===== config.mk =====
export PLATFORM = sky130hd
export DESIGN_NAME = link_ctrl_status_irq
export DESIGN_NICKNAME = d
export VERILOG_FILES = /design/src/inc/link_csr_pkg.sv /design/src/rtl/bus_timeout_counter.sv /design/src/rtl/link_ctrl_status_irq.sv
export SDC_FILE = /design/constraint.sdc
export NUM_CORES = 1
export LEC_CHECK = 0
export ABC_AREA = 1
export BUFFER_PORTS_ARGS = -buffer_cell sky130_fd_sc_hd__buf_2
export CORE_MARGIN = 8
export CORE_UTILIZATION = 27
export CTS_BUF_LIST = sky130_fd_sc_hd__clkbuf_16
export CTS_CLUSTER_DIAMETER = 30
export DETAILED_ROUTE_END_ITERATION = 8
export SKIP_CTS_REPAIR_TIMING = 1
export SYNTH_ARGS = -nofsm -noshare
export SYNTH_HDL_FRONTEND = slang
export SYNTH_SLANG_ARGS = --single-unit

===== constraint.sdc =====
create_clock -name clk_in -period 2.1 [get_ports clk_in]
set_clock_uncertainty 0.1 [all_clocks]
set_input_delay 0.42 -clock clk_in [delete_from_list [all_inputs] [get_ports clk_in]]
set_output_delay 0.42 -clock clk_in [all_outputs]
set_load 0.005 [all_outputs]

===== src/inc/link_csr_pkg.sv =====
// Constants for the link control and status word and its timeout counter.
// Assumes a 16-bit host data path and a 125 MHz system clock.
package link_csr_pkg;

    // ----------
    // Word layout
    // ----------
    localparam int unsigned WORD_WIDTH = 16;
    localparam int unsigned BIT_TX_RING_DISABLE = 13;
    localparam int unsigned BIT_RX_RING_DISABLE = 12;
    localparam int unsigned BIT_TX_RING_ACTIVE = 11;
    localparam int unsigned BIT_RX_RING_ACTIVE = 10;
    localparam int unsigned BIT_IRQ_ENABLE = 9;
    localparam int unsigned BIT_IRQ_FLAG = 8;
    localparam int unsigned BIT_BUS_TIMEOUT = 7;
    localparam int unsigned BIT_LOST_FRAME = 6;
    localparam int unsigned BIT_RX_OVERRUN = 5;
    localparam int unsigned BIT_TX_UNDERRUN = 4;
    localparam int unsigned BIT_PRIMITIVE_EVENT = 3;
    localparam int unsigned BIT_TX_RING_EVENT = 2;
    localparam int unsigned BIT_RX_RING_EVENT = 1;
    localparam int unsigned BIT_ALWAYS_ZERO = 0;

    // Event flags held in bits 7 down to 1
    localparam int unsigned EVENT_COUNT = 7;
    localparam int unsigned EVENT_LSB = 1;

    // ----------
    // Reset values
    // ----------
    localparam logic RESET_RING_DISABLE = 1'h0;
    localparam logic RESET_POWER_OFF = 1'h1;
    localparam logic [15:0] RESET_WORD = 16'h0000;

    // ----------
    // Timing
    // ----------
    localparam int unsigned BUS_TIMEOUT_CLOCKS = 256;
    localparam int unsigned TIMEOUT_COUNT_WIDTH = 9;

endpackage


===== src/rtl/bus_timeout_counter.sv =====
// Bus master ready watchdog: counts system clocks from address drive.
// Assumes ready_in is already synchronised to clk_in.
`timescale 1ns/1ps

module bus_timeout_counter #(
    parameter int unsigned LIMIT = link_csr_pkg::BUS_TIMEOUT_CLOCKS,
    parameter int unsigned COUNT_WIDTH = link_csr_pkg::TIMEOUT_COUNT_WIDTH
) (
    input wire logic clk_in,
    input wire logic reset_in,
    input wire logic master_in,
    input wire logic address_start_in,
    input wire logic ready_in,
    output logic timeout_out
);

    localparam logic [COUNT_WIDTH-1:0] LAST = COUNT_WIDTH'(LIMIT - 1);

    logic [COUNT_WIDTH-1:0] count_q;
    logic waiting_q;

    // ----------
    // Wait window
    // ----------
    // A new address restarts the window; ready or losing mastership ends it
    always_ff @(posedge clk_in) begin
        if (reset_in || !master_in) begin
            waiting_q <= 1'h0;
            count_q <= '0;
        end else if (address_start_in) begin
            waiting_q <= 1'h1;
            count_q <= '0;
        end else if (ready_in || (waiting_q && count_q == LAST)) begin
            waiting_q <= 1'h0;
            count_q <= '0;
        end else if (waiting_q) begin
            count_q <= count_q + COUNT_WIDTH'(1);
        end
    end

    // [RULE10] Ready missing too long
    always_ff @(posedge clk_in) begin
        if (reset_in) begin
            timeout_out <= 1'h0;
        end else begin
            timeout_out <= master_in && waiting_q && !ready_in &&
                !address_start_in && count_q == LAST;
        end
    end

endmodule


===== src/rtl/link_ctrl_status_irq.sv =====
// Control and status word of the signalling link controller, with the
// sticky event flags and the active-low interrupt pin.
// Assumes the host register port has already selected this word; event
// strobes come from link logic on clk_in, bus ready comes from a pin.
`timescale 1ns/1ps

// Operation
// [RULE1] Receive ring disable: finish current unit, then accept nothing more.
// [RULE2] Transmit ring active sets at power-on or later when disable clears.
// [RULE3] Transmit ring active clears on disable, power-off or reset; read-only.
// [RULE4] Host rewrites transmit descriptors only while transmit ring inactive.
// [RULE5] Receive ring active sets at power-on or later when disable clears.
// [RULE6] Receive ring active clears on disable, power-off or reset; read-only.
// [RULE7] Interrupt pin low only when enable and interrupt flag both one.
// [RULE8] Interrupt enable clears on zero, reset, power-off; not settable then.
// [RULE9] Interrupt flag is OR of five event flags; cleared with them.
// [RULE10] Bus timeout flag sets if ready missing 256 clocks after address.
// [RULE11] Bus timeout releases bus and stops receiver and transmitter.
// [RULE12] Lost frame flag sets when a unit is dropped for lack of buffer.
// [RULE13] Receive overrun flag sets on full FIFO; unit being received dropped.
// [RULE14] Transmit underrun mid unit aborts the unit and sets its flag.
// [RULE15] Primitive event flag sets after a provider primitive is written.
// [RULE16] Transmit ring event flag sets after a transmit descriptor update.
// [RULE17] Receive ring event flag sets after a receive descriptor update.
// [RULE18] Event flags clear on written one, reset or power-off primitive.
// [RULE19] Bit zero is read-only and always reads zero.
// [RULE20] Transmit ring disable stops ring access after the current unit.
// [RULE21] Power-off primitive stops DMA, sends all ones, ignores received data.
// [RULE22] Power-on primitive accepted only in power-off; enters out of service.
// [RULE23] Set beats simultaneous clear; interrupt pin driven from a register.
module link_ctrl_status_irq #(
    parameter int unsigned TIMEOUT_CLOCKS = link_csr_pkg::BUS_TIMEOUT_CLOCKS
) (
    input wire logic clk_in,
    input wire logic reset_in,
    // Host access to the word
    input wire logic word_write_in,
    input wire logic word_read_in,
    input wire logic [15:0] word_wdata_in,
    output logic [15:0] word_rdata_out,
    // Primitive commands from the primitive decoder
    input wire logic power_off_cmd_in,
    input wire logic power_on_cmd_in,
    // Link engine state and events
    input wire logic rx_unit_busy_in,
    input wire logic tx_unit_busy_in,
    input wire logic rx_frame_dropped_in,
    input wire logic rx_fifo_full_store_in,
    input wire logic tx_empty_mid_unit_in,
    input wire logic provider_primitive_written_in,
    input wire logic tx_desc_updated_in,
    input wire logic rx_desc_updated_in,
    // Bus master timing
    input wire logic bus_master_in,
    input wire logic address_driven_in,
    input wire logic bus_ready_in,
    // Controls back to the engines
    output logic rx_ring_active_out,
    output logic tx_ring_active_out,
    output logic rx_accept_out,
    output logic dma_enable_out,
    output logic bus_release_out,
    output logic rx_discard_unit_out,
    output logic tx_abort_unit_out,
    output logic tx_send_ones_out,
    output logic power_off_out,
    output logic irq_n_out
);

    // ----------
    // Declarations
    // ----------
    localparam int unsigned NEV = link_csr_pkg::EVENT_COUNT;
    localparam int unsigned ELSB = link_csr_pkg::EVENT_LSB;

    logic power_off_q;
    logic rx_ring_disable_q;
    logic tx_ring_disable_q;
    logic rx_ring_active_q;
    logic tx_ring_active_q;
    logic irq_enable_q;
    logic irq_flag_q;
    logic [NEV-1:0] event_q;
    logic [NEV-1:0] event_d;
    logic [NEV-1:0] event_set;
    logic [NEV-1:0] event_clear;
    logic [2:0] ready_sync_q;
    logic ready_filt_q;
    logic bus_timeout;
    logic power_off_now;
    logic power_on_ok;
    logic [15:0] word_view;

    // Host write of a one to a given bit
    function automatic logic wrote_one(input logic [15:0] data,
                                       input int unsigned pos);
        wrote_one = data[pos];
    endfunction

    // Flags that reach the interrupt flag
    function automatic logic any_irq_cause(input logic [NEV-1:0] ev);
        any_irq_cause = ev[link_csr_pkg::BIT_BUS_TIMEOUT - ELSB] |
            ev[link_csr_pkg::BIT_LOST_FRAME - ELSB] |
            ev[link_csr_pkg::BIT_PRIMITIVE_EVENT - ELSB] |
            ev[link_csr_pkg::BIT_TX_RING_EVENT - ELSB] |
            ev[link_csr_pkg::BIT_RX_RING_EVENT - ELSB];
    endfunction

    // [RULE21] Power-off primitive
    assign power_off_now = power_off_cmd_in;
    // [RULE22] Power-on only from power-off
    assign power_on_ok = power_on_cmd_in && power_off_q && !power_off_cmd_in;

    // ----------
    // Bus ready synchroniser
    // ----------
    // The pin is asynchronous to clk_in; a change counts only once the
    // second and third stages agree, which also rejects one-stage glitches
    always_ff @(posedge clk_in) begin
        if (reset_in) begin
            ready_sync_q <= 3'h0;
            ready_filt_q <= 1'h0;
        end else begin
            ready_sync_q <= {ready_sync_q[1:0], bus_ready_in};
            if (ready_sync_q[1] == ready_sync_q[2]) begin
                ready_filt_q <= ready_sync_q[2];
            end
        end
    end

    // [RULE10] Ready watchdog
    bus_timeout_counter #(
        .LIMIT(TIMEOUT_CLOCKS),
        .COUNT_WIDTH(link_csr_pkg::TIMEOUT_COUNT_WIDTH)
    ) u_timeout (
        .clk_in(clk_in),
        .reset_in(reset_in),
        .master_in(bus_master_in),
        .address_start_in(address_driven_in),
        .ready_in(ready_filt_q),
        .timeout_out(bus_timeout)
    );

    // ----------
    // Power phase
    // ----------
    always_ff @(posedge clk_in) begin
        if (reset_in) begin
            power_off_q <= link_csr_pkg::RESET_POWER_OFF;
        end else if (power_off_now) begin
            power_off_q <= 1'h1;
        end else if (power_on_ok) begin
            // [RULE22] Leave power-off phase
            power_off_q <= 1'h0;
        end
    end

    // ----------
    // Ring disable controls
    // ----------
    // A bus timeout turns both sides off by raising both disables, so
    // software must clear them deliberately before rings restart
    always_ff @(posedge clk_in) begin
        if (reset_in) begin
            rx_ring_disable_q <= link_csr_pkg::RESET_RING_DISABLE;
            tx_ring_disable_q <= link_csr_pkg::RESET_RING_DISABLE;
        end else if (bus_timeout) begin
            // [RULE11] Stop receiver and transmitter
            rx_ring_disable_q <= 1'h1;
            tx_ring_disable_q <= 1'h1;
        end else if (word_write_in) begin
            rx_ring_disable_q <=
                wrote_one(word_wdata_in, link_csr_pkg::BIT_RX_RING_DISABLE);
            tx_ring_disable_q <=
                wrote_one(word_wdata_in, link_csr_pkg::BIT_TX_RING_DISABLE);
        end
    end

    // ----------
    // Ring active indications
    // ----------
    // Disable is recognised only once no unit is in progress, so the unit
    // already under way is finished first
    always_ff @(posedge clk_in) begin
        if (reset_in || power_off_now) begin
            rx_ring_active_q <= 1'h0;
        end else if (rx_ring_disable_q) begin
            // [RULE6] Clear on recognised disable
            if (!rx_unit_busy_in) begin
                rx_ring_active_q <= 1'h0;
            end
        end else if (power_on_ok || !power_off_q) begin
            // [RULE5] Set at power-on or on disable clear
            rx_ring_active_q <= 1'h1;
        end
    end

    always_ff @(posedge clk_in) begin
        if (reset_in || power_off_now) begin
            tx_ring_active_q <= 1'h0;
        end else if (tx_ring_disable_q) begin
            // [RULE3] Clear on recognised disable
            // [RULE20] Only the unit in transmission completes
            if (!tx_unit_busy_in) begin
                tx_ring_active_q <= 1'h0;
            end
        end else if (power_on_ok || !power_off_q) begin
            // [RULE2] Set at power-on or on disable clear
            tx_ring_active_q <= 1'h1;
        end
    end

    // ----------
    // Interrupt enable
    // ----------
    always_ff @(posedge clk_in) begin
        if (reset_in || power_off_q || power_off_now) begin
            // [RULE8] Held clear in power-off
            irq_enable_q <= 1'h0;
        end else if (word_write_in) begin
            irq_enable_q <=
                wrote_one(word_wdata_in, link_csr_pkg::BIT_IRQ_ENABLE);
        end
    end

    // ----------
    // Sticky event flags
    // ----------
    always_comb begin
        event_set = '0;
        // [RULE10] Bus timeout flag
        event_set[link_csr_pkg::BIT_BUS_TIMEOUT - ELSB] = bus_timeout;
        // [RULE12] Lost frame flag
        event_set[link_csr_pkg::BIT_LOST_FRAME - ELSB] = rx_frame_dropped_in;
        // [RULE13] Receive overrun flag
        event_set[link_csr_pkg::BIT_RX_OVERRUN - ELSB] = rx_fifo_full_store_in;
        // [RULE14] Transmit underrun flag
        event_set[link_csr_pkg::BIT_TX_UNDERRUN - ELSB] = tx_empty_mid_unit_in;
        // [RULE15] Primitive event flag
        event_set[link_csr_pkg::BIT_PRIMITIVE_EVENT - ELSB] =
            provider_primitive_written_in;
        // [RULE16] Transmit ring event flag
        event_set[link_csr_pkg::BIT_TX_RING_EVENT - ELSB] = tx_desc_updated_in;
        // [RULE17] Receive ring event flag
        event_set[link_csr_pkg::BIT_RX_RING_EVENT - ELSB] = rx_desc_updated_in;
    end

    // [RULE18] Write one to clear
    assign event_clear = word_write_in ?
        word_wdata_in[ELSB +: NEV] : '0;

    genvar gi;
    generate
        for (gi = 0; gi < NEV; gi++) begin : g_event
            // [RULE23] Set wins over clear
            always_comb begin
                event_d[gi] = event_set[gi] |
                    (event_q[gi] & ~event_clear[gi]);
            end
        end
    endgenerate

    always_ff @(posedge clk_in) begin
        if (reset_in || power_off_now) begin
            // [RULE18] Cleared on reset and power-off
            event_q <= '0;
        end else begin
            event_q <= event_d;
        end
    end

    // ----------
    // Interrupt flag and pin
    // ----------
    always_ff @(posedge clk_in) begin
        if (reset_in || power_off_now) begin
            irq_flag_q <= 1'h0;
        end else begin
            // [RULE9] OR of the interrupt causes
            irq_flag_q <= any_irq_cause(event_d);
        end
    end

    // Registered pin lags the flag by one clock but never glitches
    always_ff @(posedge clk_in) begin
        if (reset_in) begin
            irq_n_out <= 1'h1;
        end else begin
            // [RULE7] Low only with enable and flag
            irq_n_out <= !(irq_enable_q && irq_flag_q);
        end
    end

    // ----------
    // Read view
    // ----------
    always_comb begin
        word_view = link_csr_pkg::RESET_WORD;
        word_view[link_csr_pkg::BIT_TX_RING_DISABLE] = tx_ring_disable_q;
        word_view[link_csr_pkg::BIT_RX_RING_DISABLE] = rx_ring_disable_q;
        word_view[link_csr_pkg::BIT_TX_RING_ACTIVE] = tx_ring_active_q;
        word_view[link_csr_pkg::BIT_RX_RING_ACTIVE] = rx_ring_active_q;
        word_view[link_csr_pkg::BIT_IRQ_ENABLE] = irq_enable_q;
        word_view[link_csr_pkg::BIT_IRQ_FLAG] = irq_flag_q;
        word_view[ELSB +: NEV] = event_q;
        // [RULE19] Bit zero reads zero
        word_view[link_csr_pkg::BIT_ALWAYS_ZERO] = 1'h0;
    end

    always_ff @(posedge clk_in) begin
        if (reset_in) begin
            word_rdata_out <= link_csr_pkg::RESET_WORD;
        end else if (word_read_in) begin
            word_rdata_out <= word_view;
        end
    end

    // ----------
    // Engine controls
    // ----------
    always_ff @(posedge clk_in) begin
        if (reset_in) begin
            rx_ring_active_out <= 1'h0;
            tx_ring_active_out <= 1'h0;
            power_off_out <= link_csr_pkg::RESET_POWER_OFF;
            tx_send_ones_out <= link_csr_pkg::RESET_POWER_OFF;
            dma_enable_out <= 1'h0;
        end else begin
            rx_ring_active_out <= rx_ring_active_q;
            tx_ring_active_out <= tx_ring_active_q;
            power_off_out <= power_off_q;
            // [RULE21] All ones and no DMA in power-off
            tx_send_ones_out <= power_off_q;
            dma_enable_out <= !power_off_q && !power_off_now;
        end
    end

    // [RULE1] Accept units only while receive ring runs
    always_ff @(posedge clk_in) begin
        if (reset_in) begin
            rx_accept_out <= 1'h0;
        end else begin
            rx_accept_out <= rx_ring_active_q && !power_off_q &&
                !(rx_ring_disable_q && !rx_unit_busy_in);
        end
    end

    always_ff @(posedge clk_in) begin
        if (reset_in) begin
            bus_release_out <= 1'h0;
            rx_discard_unit_out <= 1'h0;
            tx_abort_unit_out <= 1'h0;
        end else begin
            // [RULE11] Release the bus
            bus_release_out <= bus_timeout;
            // [RULE13] Drop the unit being received
            rx_discard_unit_out <= rx_fifo_full_store_in;
            // [RULE14] Abort the unit in transmission
            tx_abort_unit_out <= tx_empty_mid_unit_in;
        end
    end

endmodule


# --- Word-level counts from Yosys, hierarchy flattened ---
# Cells that the tools add are included.
totals:
  romBits: 0
  output_inout_bits: 26
  ff_bits: 51
  latch_bits: 0
  mem_bits_rw: 0
  in_bits: 33
  mem_count: 0
op_classes:
  magnitude_cmp: 0
  n_mul: 0
  div: 0
  n_reduce_logical: 34
  n_shift: 0
  n_eq_ne: 4
  bitwise: 25
  muxes: 12
  addsub: 1
ops:
  columns: ["op", "count"]
  rows:
  - ["1-bit logical AND", 12]
  - ["1-bit 2-to-1 mux", 11]
  - ["1-bit OR", 11]
  - ["9-bit by 1-bit adder with 9-bit output, second input constant", 1]
  - ["9-bit by 8-bit equality test with 1-bit output, second input constant", 1]
  - ["1-bit zero test", 8]
  - ["2-bit nonzero test", 4]
  - ["1-bit AND", 7]
  - ["7-bit 2-to-1 mux", 1]
  - ["1-bit NOT", 7]
  - ["1-bit logical OR", 6]
  - ["2-bit inequality test, second input constant", 2]
  - ["2-bit AND reduction", 2]
  - ["3-bit OR reduction", 1]
  - ["2-bit OR reduction", 1]
  - ["1-bit equality test", 1]

# --- Longest topological paths before layout ---
# Gate-level depths: netlist of run 1.
logic_depth:
  ltp_word: 8
  mapped_depth: 9
  ltp_nobuf: 9

# --- Modules after synthesis ---
# Synthesis of run 1 repeated with hierarchy kept, for this count alone.
unflattened:
  hier_cells: 228
  area_unflattened_um2: 1901.8
modules_own_cells:
  columns: ["module", "seq_area_each_um2", "cells_per_inst", "n_inst", "area_per_inst_um2"]
  rows:
  - ["link_ctrl_status_irq", 800.8, 156, 1, 1337.5]
  - ["bus_timeout_counter", 220.2, 72, 1, 564.3]

# --- Least setup slack after synthesis of run 1 ---
# Ideal clock, no wire load.
synth_path:
  path_kind: "register -> register"
  from: "register u_timeout.count_q[0]"
  to: "register u_timeout.count_q[6]"
  t_arrival_ns: 1.336
  path_stages_with_launch: 10
  setup_time_ns: 0.115
  setup_slack_ns: 0.549
  n_path_buf: 0
  synth_period_minus_slack_ns: 1.551
  cell_sequence: "dfxtp_1 -> ha_1 -> nand3_1 -> nor4_1 -> ha_1 -> nand2_1 -> nand4_2 -> inv_1 -> nand2_1 -> nor2_1"
synth_via:
  elab_chain_cells: 4
  elab_cells_between_ends: 5
synth_lines:
  columns: ["item", "line", "rtl"]
  rows:
  - ["from (decl)", "bus_timeout_counter.sv:19", "logic [COUNT_WIDTH-1:0] count_q;"]
  - ["from (signal assigned)", "bus_timeout_counter.sv:37", "count_q <= count_q + COUNT_WIDTH'(1);"]
  - ["branches (longest 4 deep; another with 9-bit by 1-bit adder with 9-bit output)", null, null]
# Several ways; the timed one is not identified.
# A chain may end at the register's enable or synchronous reset.

# --- Worst setup path in the final report of run 1 ---
# Ends and elaborated chain as after synthesis.

==> reports/metrics.yaml, run 1 <==
outcome:
  outcome: "finished clean"
pwr:
  pwr_density_cell_nw_per_um2: 896
  finalPower_w: 0.00208
  p_leak_nw: 1.03
  p_comb_share_pct: 6.3
  internal-power_w: 0.00162
  p_clk_share_pct: 44.7
  ir_drop_mv: 0.312
  swShare_pct: 21.9
  p_sw_w: 0.000455
  p_seq_share_pct: 48.9
die:
  num_io_pins: 59
  die_area_um2: 9680
  core_um2: 6680
  rows: 30
  start_util_pct: 27.4
  die_y_um: 98.4
  die_x_um: 98.4
clocking:
  cts_max_path_buffers: 2
  clock_latency_ns: 0.29
  cts_sinks: 51
  cts_root_buf: "clkbuf_16"
  clk_pin_slew_ns: 0.07
  h-tree-depth: 2
  cts_buffers: 5
  cts_tree: "built"
drt:
  vias_per_cell: 4.26
  drcViolationCount: 0
  totalWireLength_um: 4250
  drtPass1Iterations: 4
  wire_per_inst_um: 11.8
  drt_iter0_markers: 55
  antenna_left: 0
  vias: 1533
yosys:
  seq_area_frac_synth_pct: 55.7
  synthCells: 228
  synth_top_family_by_area: "simple AND/OR/NAND/NOR gates"
  synth_xor_area_share_pct: 0
  synthMuxAreaShare_pct: 0
  yosysWarnings: 0
  synthTopCellsByArea: "dfxtp_1, nor2_1, nand2_1"
  synth_cell_types: 26
  syn_avg_cell_area_um2: 8.04
  synth-compound-area-share_pct: 12.0
  synth_simple_gate_area_share_pct: 22.6
  synth_area_leader_cell: "dfxtp_1"
  synth_area_um2: 1830
  synth-edff-count: 0
  yosysTopAreaCellShare_pct: 55.7
  synth-async-reset-ratio_pct: 0
  ys_dominant_reg_cell: "dfxtp_1"
  synth_fa_ha_area_share_pct: 1.37
  synth_seq_cells: 51
final_layout:
  drive_above_1_share_pct: 23.9
  fillCellCount: 715
  multi_input_area_um2: 671
  antenna_cells: 0
  finalNonFillerCells: 360
  regArea_um2: 1020
  area_growth_pct: 26.4
  nets: 314
worst_hold_path:
  hp-start: "power_off_cmd_in"
  hold_end: "dma_enable_out$_SDFF_PP0_"
  hold_class: "in -> reg"
  hold_depth: 2
sta:
  holdWs_ns: 0.231
  finalSetupViolCount: 0
  hold_viol_final: 0
  period_minus_slack_ns: 1.76
  tns_ns: 0
  slew_viol_final: 0
  fmax_mhz: 569
  period_share_pct: 83.6
  rsz0062_at_grt: "false"
  fin_ws_ns: 0.344
grt:
  gr-usage-met2_pct: 14.7
  grt_overflow_total: 0
  grt_pass1_wl_um: 7160
  met1_usage_pct: 10.6
  grt_busiest_layer: "met2"
  gr-usage-met3_pct: 3.70
  grt_usage_pct: 9.11
  grt_max_degree: 18
  grt_antenna_before_repair: 0
  grt_pass1_vias: 1580
setup_path:
  critical_path.max_fanout: 8
  arrival_ns: 1.84
  r2r_slack_ns: 0.34
  endpoint_kind: "flop"
  reg2reg_depth: 9
  crit_required_ns: 2.18
  cp-start-kind: "flop"
  rr_endpoint: "u_timeout.count_q[6]$_SDFFE_PP0P_"
  worstSetupPathType: "reg -> reg"
  r2r-start: "u_timeout.count_q[0]$_SDFFE_PP0P_"
placed_design:
  place_congestion: 0.817
  hpwlAfterDp_um: 3240
  port_buffers: 49
  pre_cts_slack_ns: 0.320
  dpl.cell_count: 352
job:
  cap_viol_max_count: 0
## Yosys cell counts (2+ instances only)
cell,instances
dfxtp_1,51
nor2_1,49
a21oi_1,19
nand2_1,29
inv_1,25
nand3_1,7
nor2_2,2
buf_4,4
nor3_1,4
nand2_2,2
o21ai_0,17
buf_2,2
ha_1,2
a211oi_1,3
## critical path: stages, from the launching register on
cell,delay [ns]
dfxtp_1,0.36
ha_1,0.21
nand3_1,0.09
nor4_1,0.20
ha_1,0.19
nand2_1,0.07
nand4_2,0.20
inv_1,0.10
nand2_1,0.08
nor2_1,0.04
## final cells by class
cell class / instances / area share (%)
clock inverter: 3 / 2.00
inverter: 27 / 4.37
sequential: 51 / 44.1
clock buffer: 5 / 5.40
timing repair buffer: 50 / 10.9
multi-input combinational: 144 / 28.9
tap: 80 / 4.32
## flip-flops by register name, summed over array words and instances, names as in the netlist, 3 cells and up
| signal | count |
|---|---|
| word_rdata_out | 13 |
| u_timeout.count_q | 9 |
| event_q | 7 |
| ready_sync_q | 3 |
## layer usage
layer / part of all wire (%) / wire (µm)
met1: 49 / 2060
met2: 44 / 1860
met3: 6.7 / 286
met4: 0.89 / 38
met5: 0 / 0
## stage by stage
step,utilization (%),cell area [µm²]
floorplan,-,1840
global placement,32.1,2150
detailed placement,32.1,2150
CTS,34.7,2320
global route,34.7,2320
finish,34.7,2320
## how the worst max path moves through the flow
stage | start | endpoint | slack, ns | depth (start not counted)
floorplan | u_timeout.count_q[0]$_SDFFE_PP0P_ | u_timeout.count_q[6]$_SDFFE_PP0P_ | 0.55 | 9
global placement | u_timeout.count_q[0]$_SDFFE_PP0P_ | u_timeout.count_q[6]$_SDFFE_PP0P_ | 0.34 | 9
detailed placement | u_timeout.count_q[0]$_SDFFE_PP0P_ | u_timeout.count_q[6]$_SDFFE_PP0P_ | 0.32 | 9
CTS | u_timeout.count_q[0]$_SDFFE_PP0P_ | u_timeout.count_q[6]$_SDFFE_PP0P_ | 0.31 | 9
global route | u_timeout.count_q[1]$_SDFFE_PP0P_ | u_timeout.count_q[6]$_SDFFE_PP0P_ | 0.18 | 9
finish | u_timeout.count_q[0]$_SDFFE_PP0P_ | u_timeout.count_q[6]$_SDFFE_PP0P_ | 0.34 | 9
## power groups by stage
stage	clock network [W]	logic [W]	registers, W
2_1_floorplan	0	0.0000699	0.00104
3_3_place_gp	0	0.000132	0.00104
3_5_place_dp	0	0.000134	0.00104
4_1_cts	0.000959	0.000135	0.00102
5_1_grt	0.00100	0.000151	0.00102
6_report	0.000928	0.000132	0.00102
## layout by cell type, fill, tap and decap left out, drive strengths merged, types with 3 or more instances in the layout
master  netlist  final
dfxtp        51     51
nor2         51     51
a21oi        19     19
clkbuf        1      5
inv          26     27
nor3          5      5
conb          1      3
nand2        31     31
nand3         7      7
o21ai        17     17
buf           7     50
a211oi        3      3
## cell families (layout without fill, tap and decap cells)
group | after synthesis | in the layout
simple gates | 98 | 98
flops | 51 | 51
compound gates | 41 | 41
buf+inv | 35 | 85
fa+ha+maj | 2 | 2
other cells | 1 | 3
No activity file was read; power rests on OpenSTA's default activity.
==> run 2: changes to the inputs <==
==> constraint.sdc (replaced) <==
create_clock -name clk_in -period 1.69 [get_ports clk_in]
set_clock_uncertainty 0.1 [all_clocks]
set_input_delay 0.338 -clock clk_in [delete_from_list [all_inputs] [get_ports clk_in]]
set_output_delay 0.338 -clock clk_in [all_outputs]
set_load 0.005 [all_outputs]
==> reports/metrics.yaml, run 2 (synthesized netlist as in run 1, its figures left out) <==
final_layout:
  regArea_um2: 1020  # +0.24%
  area_growth_pct: 34.3
  finalCoreUtilization_pct: 36.8  # +2.2 points
  nets: 325  # +3.5%
  antenna_cells: 0  # unchanged
  max_flop_register: "word_rdata_out"
  multi_input_area_um2: 729  # +8.8%
  final_cell_mix: "nor2_1, dfxtp_1, buf_2"
  drive_above_1_share_pct: 30.2  # +6.3 points
  fillCellCount: 723  # +1.1%
  largest_reg_flops: 13  # unchanged
  largestRegisters: "word_rdata_out (13), u_timeout.count_q (9), event_q (7)"
clocking:
  cts_tree: "built"
  h-tree-depth: 2  # unchanged
  cts_max_path_buffers: 2  # unchanged
  cts_buffers: 5  # unchanged
  clk_pin_slew_ns: 0.07  # about the same
  cts_sinks: 51  # unchanged
  cts_root_buf: "clkbuf_16"
  clock_latency_ns: 0.29  # about the same
setup_path:
  cp-start-kind: "flop"
  endpoint_kind: "flop"
  cp_cell_sequence: "ha_4, nand3_4, nor4_4, ha_2, nand2_2, nand4_4, buf_4, nor3_1"
  critical_path.max_fanout: 6  # -2
  worstSetupPathType: "reg -> reg"
  cpPeakStageDelay_ns: 0.35  # about the same
  crit_required_ns: 1.77  # -0.41 ns
  arrival_ns: 1.75  # -0.09 ns
  cp_slowest_cell: "dfxtp_2"
outcome:
  outcome: "finished clean"
sta:
  slew_viol_final: 0  # unchanged
  holdWs_ns: 0.149  # -0.0816 ns
  rsz0062_at_grt: "true"
  hold_viol_final: 0  # unchanged
  finalSetupViolCount: 0  # unchanged
  period_minus_slack_ns: 1.68  # -0.0777 ns
  fin_ws_ns: 0.0117  # -0.332 ns
  fmax_mhz: 596  # +4.6%
  period_share_pct: 99.3  # +16 points
pwr:
  p_clk_share_pct: 44.7  # about the same
  p_sw_w: 0.000575  # +27%
  finalPower_w: 0.00260  # +25%
  p_seq_share_pct: 48.6  # -0.3 points
  p_comb_share_pct: 6.7  # +0.4 points
  ir_drop_mv: 0.418  # +34%
  p_leak_nw: 1.10  # +6.5%
  pwr_density_cell_nw_per_um2: 1060  # +18%
  internal-power_w: 0.00202  # +25%
  swShare_pct: 22.1  # +0.25 points
placed_design:
  place_congestion: 0.820  # +0.33%
  hpwlAfterDp_um: 3340  # +3.1%
  pre_cts_slack_ns: -0.00752  # -0.328 ns
  port_buffers: 49  # unchanged
die:
  die_y_um: 98.4  # unchanged
  die_x_um: 98.4  # unchanged
  core_um2: 6680  # unchanged
  die_area_um2: 9680  # unchanged
  num_io_pins: 59  # unchanged
  start_util_pct: 27.4  # unchanged
  rows: 30  # unchanged
drt:
  antenna_left: 0  # unchanged
  vias_per_cell: 4.29  # +0.64%
  drtPass1Iterations: 4  # unchanged
  drt_iter0_markers: 46  # -16%
  wire_per_inst_um: 11.9  # +0.87%
  totalWireLength_um: 4420  # +4.0%
  drcViolationCount: 0  # unchanged
  vias: 1590  # +3.7%
grt:
  grt_max_degree: 18  # unchanged
  grt_antenna_before_repair: 0  # unchanged
  grt_pass1_wl_um: 7330  # +2.4%
  grt_pass1_vias: 1579  # -0.063%
  grt_overflow_total: 0  # unchanged
  grt_usage_pct: 9.39  # +0.28 points
job:
  cap_viol_max_count: 0  # unchanged
worst_hold_path:
  hold_class: "in -> reg"
run 2: metrics by stage:
step           setup TNS (ns)  cells  cell area (µm²)
6_report                    0    371             2460
5_1_grt                -0.518    371             2460
4_1_cts               -0.0327    368             2380
3_5_place_dp          -0.0146    360             2210
3_3_place_gp                0    360             2210
2_1_floorplan               0    230             1840
run 2: critical path, delay by kind of cell (launching register included):
kind,cells,cell delay (ns)
AND/OR/NAND/NOR,5,0.61
adder cells (fa/ha/maj),2,0.36
flip-flops,1,0.35
buffers and inverters,1,0.14
run 2: worst paths after layout:
check	start	end	slack (ns)	cells past startpoint
setup / recovery	u_timeout.count_q[1]$_SDFFE_PP0P_	u_timeout.count_q[2]$_SDFFE_PP0P_	0.01	8
hold reg to reg	ready_sync_q[0]$_SDFF_PP0_	ready_sync_q[1]$_SDFF_PP0_	0.30	2
hold / removal	power_off_cmd_in	dma_enable_out$_SDFF_PP0_	0.15	2
setup reg to reg	u_timeout.count_q[1]$_SDFFE_PP0P_	u_timeout.count_q[2]$_SDFFE_PP0P_	0.01	8
run 2: area by class of cell:
type                            instances  area share (%)
Timing Repair Buffer                   61            13.6
Clock buffer                            5            5.08
Tap cell                               80            4.07
Clock inverter                          3            1.88
Multi-Input combinational cell        144            29.6
Sequential cell                        51            41.6
Inverter                               27            4.12
run 2: routing by layer:
metal	wire, µm	up-vias	part of all wire, %	global-route usage [%]
li1	-	838	-	-
met1	2020	710	46	11.0
met2	1960	37	44	14.5
met3	376	5	8.5	4.27
met4	63	0	1.4	3.90
met5	0	-	0	0
run 2: power groups by stage:
stage / sequential, W / combinational (W) / clock [W]
2_1_floorplan: 0.00129 / 0.0000868 / 0
3_3_place_gp: 0.00129 / 0.000169 / 0
3_5_place_dp: 0.00129 / 0.000171 / 0
4_1_cts: 0.00126 / 0.000172 / 0.00119
5_1_grt: 0.00127 / 0.000198 / 0.00123
6_report: 0.00126 / 0.000174 / 0.00116
==> run 3: changes to the inputs <==
--- a/config.mk
+++ b/config.mk
@@ -5,7 +5,6 @@
 export SDC_FILE = /design/constraint.sdc
 export NUM_CORES = 1
 export LEC_CHECK = 0
-export ABC_AREA = 1
 export BUFFER_PORTS_ARGS = -buffer_cell sky130_fd_sc_hd__buf_2
 export CORE_MARGIN = 8
 export CORE_UTILIZATION = 27
==> reports/metrics.yaml, run 3 <==
drt:
  wire_per_inst_um: 12.9  # +8.4%
  totalWireLength_um: 4090  # -7.4%
  antenna_left: 0  # unchanged
  drcViolationCount: 0  # unchanged
  drt_iter0_markers: 63  # +37%
  vias: 1394  # -12%
  vias_per_cell: 4.40  # +2.6%
  drtPass1Iterations: 4  # unchanged
final_layout:
  final_cell_mix: "dfxtp_1, buf_2, nor2_1"
  drive_above_1_share_pct: 28.7  # -1.5 points
  fillCellCount: 684  # -5.4%
  largest_reg_flops: 13  # unchanged
  final_common_cell: "dfxtp_1"
  regArea_um2: 1020  # -0.12%
  largestRegisters: "word_rdata_out (13), u_timeout.count_q (9), event_q (7)"
  final_area_um2: 2310  # -6.1%
  antenna_cells: 0  # unchanged
  multi_input_area_um2: 773  # +6.0%
  max_flop_register: "word_rdata_out"
  finalNonFillerCells: 317  # -15%
  area_growth_pct: 24.7
  nets: 273  # -16%
pwr:
  finalPower_w: 0.00231  # -11%
  pwr_density_cell_nw_per_um2: 997  # -5.5%
  ir_drop_mv: 0.302  # -28%
  p_leak_nw: 1.01  # -8.0%
setup_path:
  cp-start-kind: "flop"
  worstSetupPathType: "reg -> reg"
  r2r_slack_ns: 0.12  # +0.11 ns
  arrival_ns: 1.62  # -0.13 ns
  crit_required_ns: 1.75  # -0.02 ns
  endpoint_kind: "flop"
  critical_path.max_fanout: 5  # -1
grt:
  grt_overflow_total: 0  # unchanged
  grt_pass1_wl_um: 6730  # -8.2%
  grt_pass1_vias: 1434  # -9.2%
  grt_usage_pct: 8.60  # -0.79 points
  grt_antenna_before_repair: 0  # unchanged
  grt_max_degree: 19  # +1
placed_design:
  port_buffers: 49  # unchanged
  place_congestion: 0.763  # -6.9%
  pre_cts_slack_ns: 0.0845  # +0.0921 ns
  placed_area_um2: 2160  # -1.9%
  hpwlAfterDp_um: 3040  # -9.0%
  dpl.cell_count: 310  # -14%
yosys:
  ys_dominant_reg_cell: "dfxtp_1"
  synth.most_common_cell: "dfxtp_1"
  synth_cell_types: 32  # +23%
  synth_area_um2: 1850  # +1.1%
  syn_avg_cell_area_um2: 9.91  # +23%
  synth-edff-count: 0  # unchanged
  synth_common_cells: "dfxtp_1, nor2_1, mux2i_1"
  synth_area_leader_cell: "dfxtp_1"
  synth-async-reset-ratio_pct: 0  # unchanged
  seq_area_frac_synth_pct: 55.1  # -0.60 points
  synth_seq_cells: 51  # unchanged
  yosysWarnings: 0  # unchanged
  yosysTopAreaCellShare_pct: 55.1  # -0.60 points
  synthTopCellsByArea: "dfxtp_1, mux2i_1, nor2_1"
  synthCells: 187  # -18%
sta:
  fmax_mhz: 639  # +7.2%
  hold_viol_final: 0  # unchanged
  period_minus_slack_ns: 1.57  # -0.112 ns
  finalSetupViolCount: 0  # unchanged
  tns_ns: 0  # unchanged
  rsz0062_at_grt: "false"
  slew_viol_final: 0  # unchanged
  fin_ws_ns: 0.124  # +0.112 ns
  period_share_pct: 92.7  # -6.6 points
clocking:
  h-tree-depth: 2  # unchanged
  clock_latency_ns: 0.28  # about the same
  clk_pin_slew_ns: 0.06  # about the same
  cts_root_buf: "clkbuf_16"
  cts_buffers: 5  # unchanged
  cts_sinks: 51  # unchanged
  cts_tree: "built"
  cts_max_path_buffers: 2  # unchanged
die:
  start_util_pct: 27.6  # +0.14 points
  die_x_um: 98.8  # +0.46%
  die_y_um: 98.8  # +0.46%
  die_area_um2: 9770  # +0.92%
  core_um2: 6720  # +0.56%
  num_io_pins: 59  # unchanged
  rows: 30  # unchanged
worst_hold_path:
  hold_class: "in -> reg"
job:
  cap_viol_max_count: 0  # unchanged
outcome:
  outcome: "finished clean"
==> run 3: worst paths after layout <==
check | endpoint | start | cells past startpoint
worst max-delay path | u_timeout.count_q[8]$_SDFFE_PP0P_ | u_timeout.count_q[1]$_SDFFE_PP0P_ | 7
worst min-delay path | ready_sync_q[0]$_SDFF_PP0_ | bus_ready_in | 2
worst max register to register | u_timeout.count_q[8]$_SDFFE_PP0P_ | u_timeout.count_q[1]$_SDFFE_PP0P_ | 7
worst min register to register | irq_n_out$_SDFF_PP1_ | irq_enable_q$_SDFFE_PP0P_ | 1
==> run 3: kinds of logic (layout without fill, tap and decap cells) <==
| family | after synthesis | count (layout) | synth area share [%] |
|---|---|---|---|
| fa+ha+maj | 2 | 2 | 1.35 |
| other cells | 1 | 3 | 0.202 |
| compound gates | 26 | 26 | 8.44 |
| mux | 15 | 15 | 8.10 |
| flops | 51 | 51 | 55.1 |
| buf+inv | 15 | 62 | 4.46 |
| simple gates | 73 | 74 | 20.5 |
| xor+xnor | 4 | 4 | 1.89 |
==> run 3: per-layer routing <==
| metal | vias to the layer above | global-route usage, % | share of wire (%) |
|---|---|---|---|
| met4 | 0 | 4.25 | 2.0 |
| met2 | 34 | 14.2 | 48 |
| met1 | 639 | 9.32 | 42 |
| met3 | 5 | 3.45 | 7.8 |
| li1 | 716 | - | - |
| met5 | - | 0 | 0 |
==> run 3: power breakdown <==
group	total [W]	internal [W]	leakage, nW	switching, W
Sequential	0.00125	0.00123	0.416	0.0000176
Clock	0.000905	0.000526	0.0669	0.000379
Combinational	0.000149	0.0000717	0.528	0.0000777
==> run 3: through the flow <==
stage | hold slack (ns) | util (%)
after detailed placement | 0.319 | 32.2
after global routing | 0.174 | 34.4
after global placement | 0.318 | 32.2
after CTS | 0.171 | 34.1
after floorplan | 0.282 | -
final | 0.172 | 34.4
==> run 3: layout make-up <==
type                       count  area share (%)
clock buffer                   5            5.41
clock inverter                 1           0.162
inverter                       3           0.487
multi-input combinational    124            33.5
sequential                    51            44.2
tap                           80            4.33
timing repair buffer          53            11.9
==> run 3: worst max-delay path, stage by stage (launching register included) <==
cell,delay [ns]
dfxtp_2,0.36
ha_1,0.19
nand4_1,0.18
nor2_2,0.16
ha_1,0.17
nand2_2,0.11
nand2_4,0.12
a211oi_1,0.05
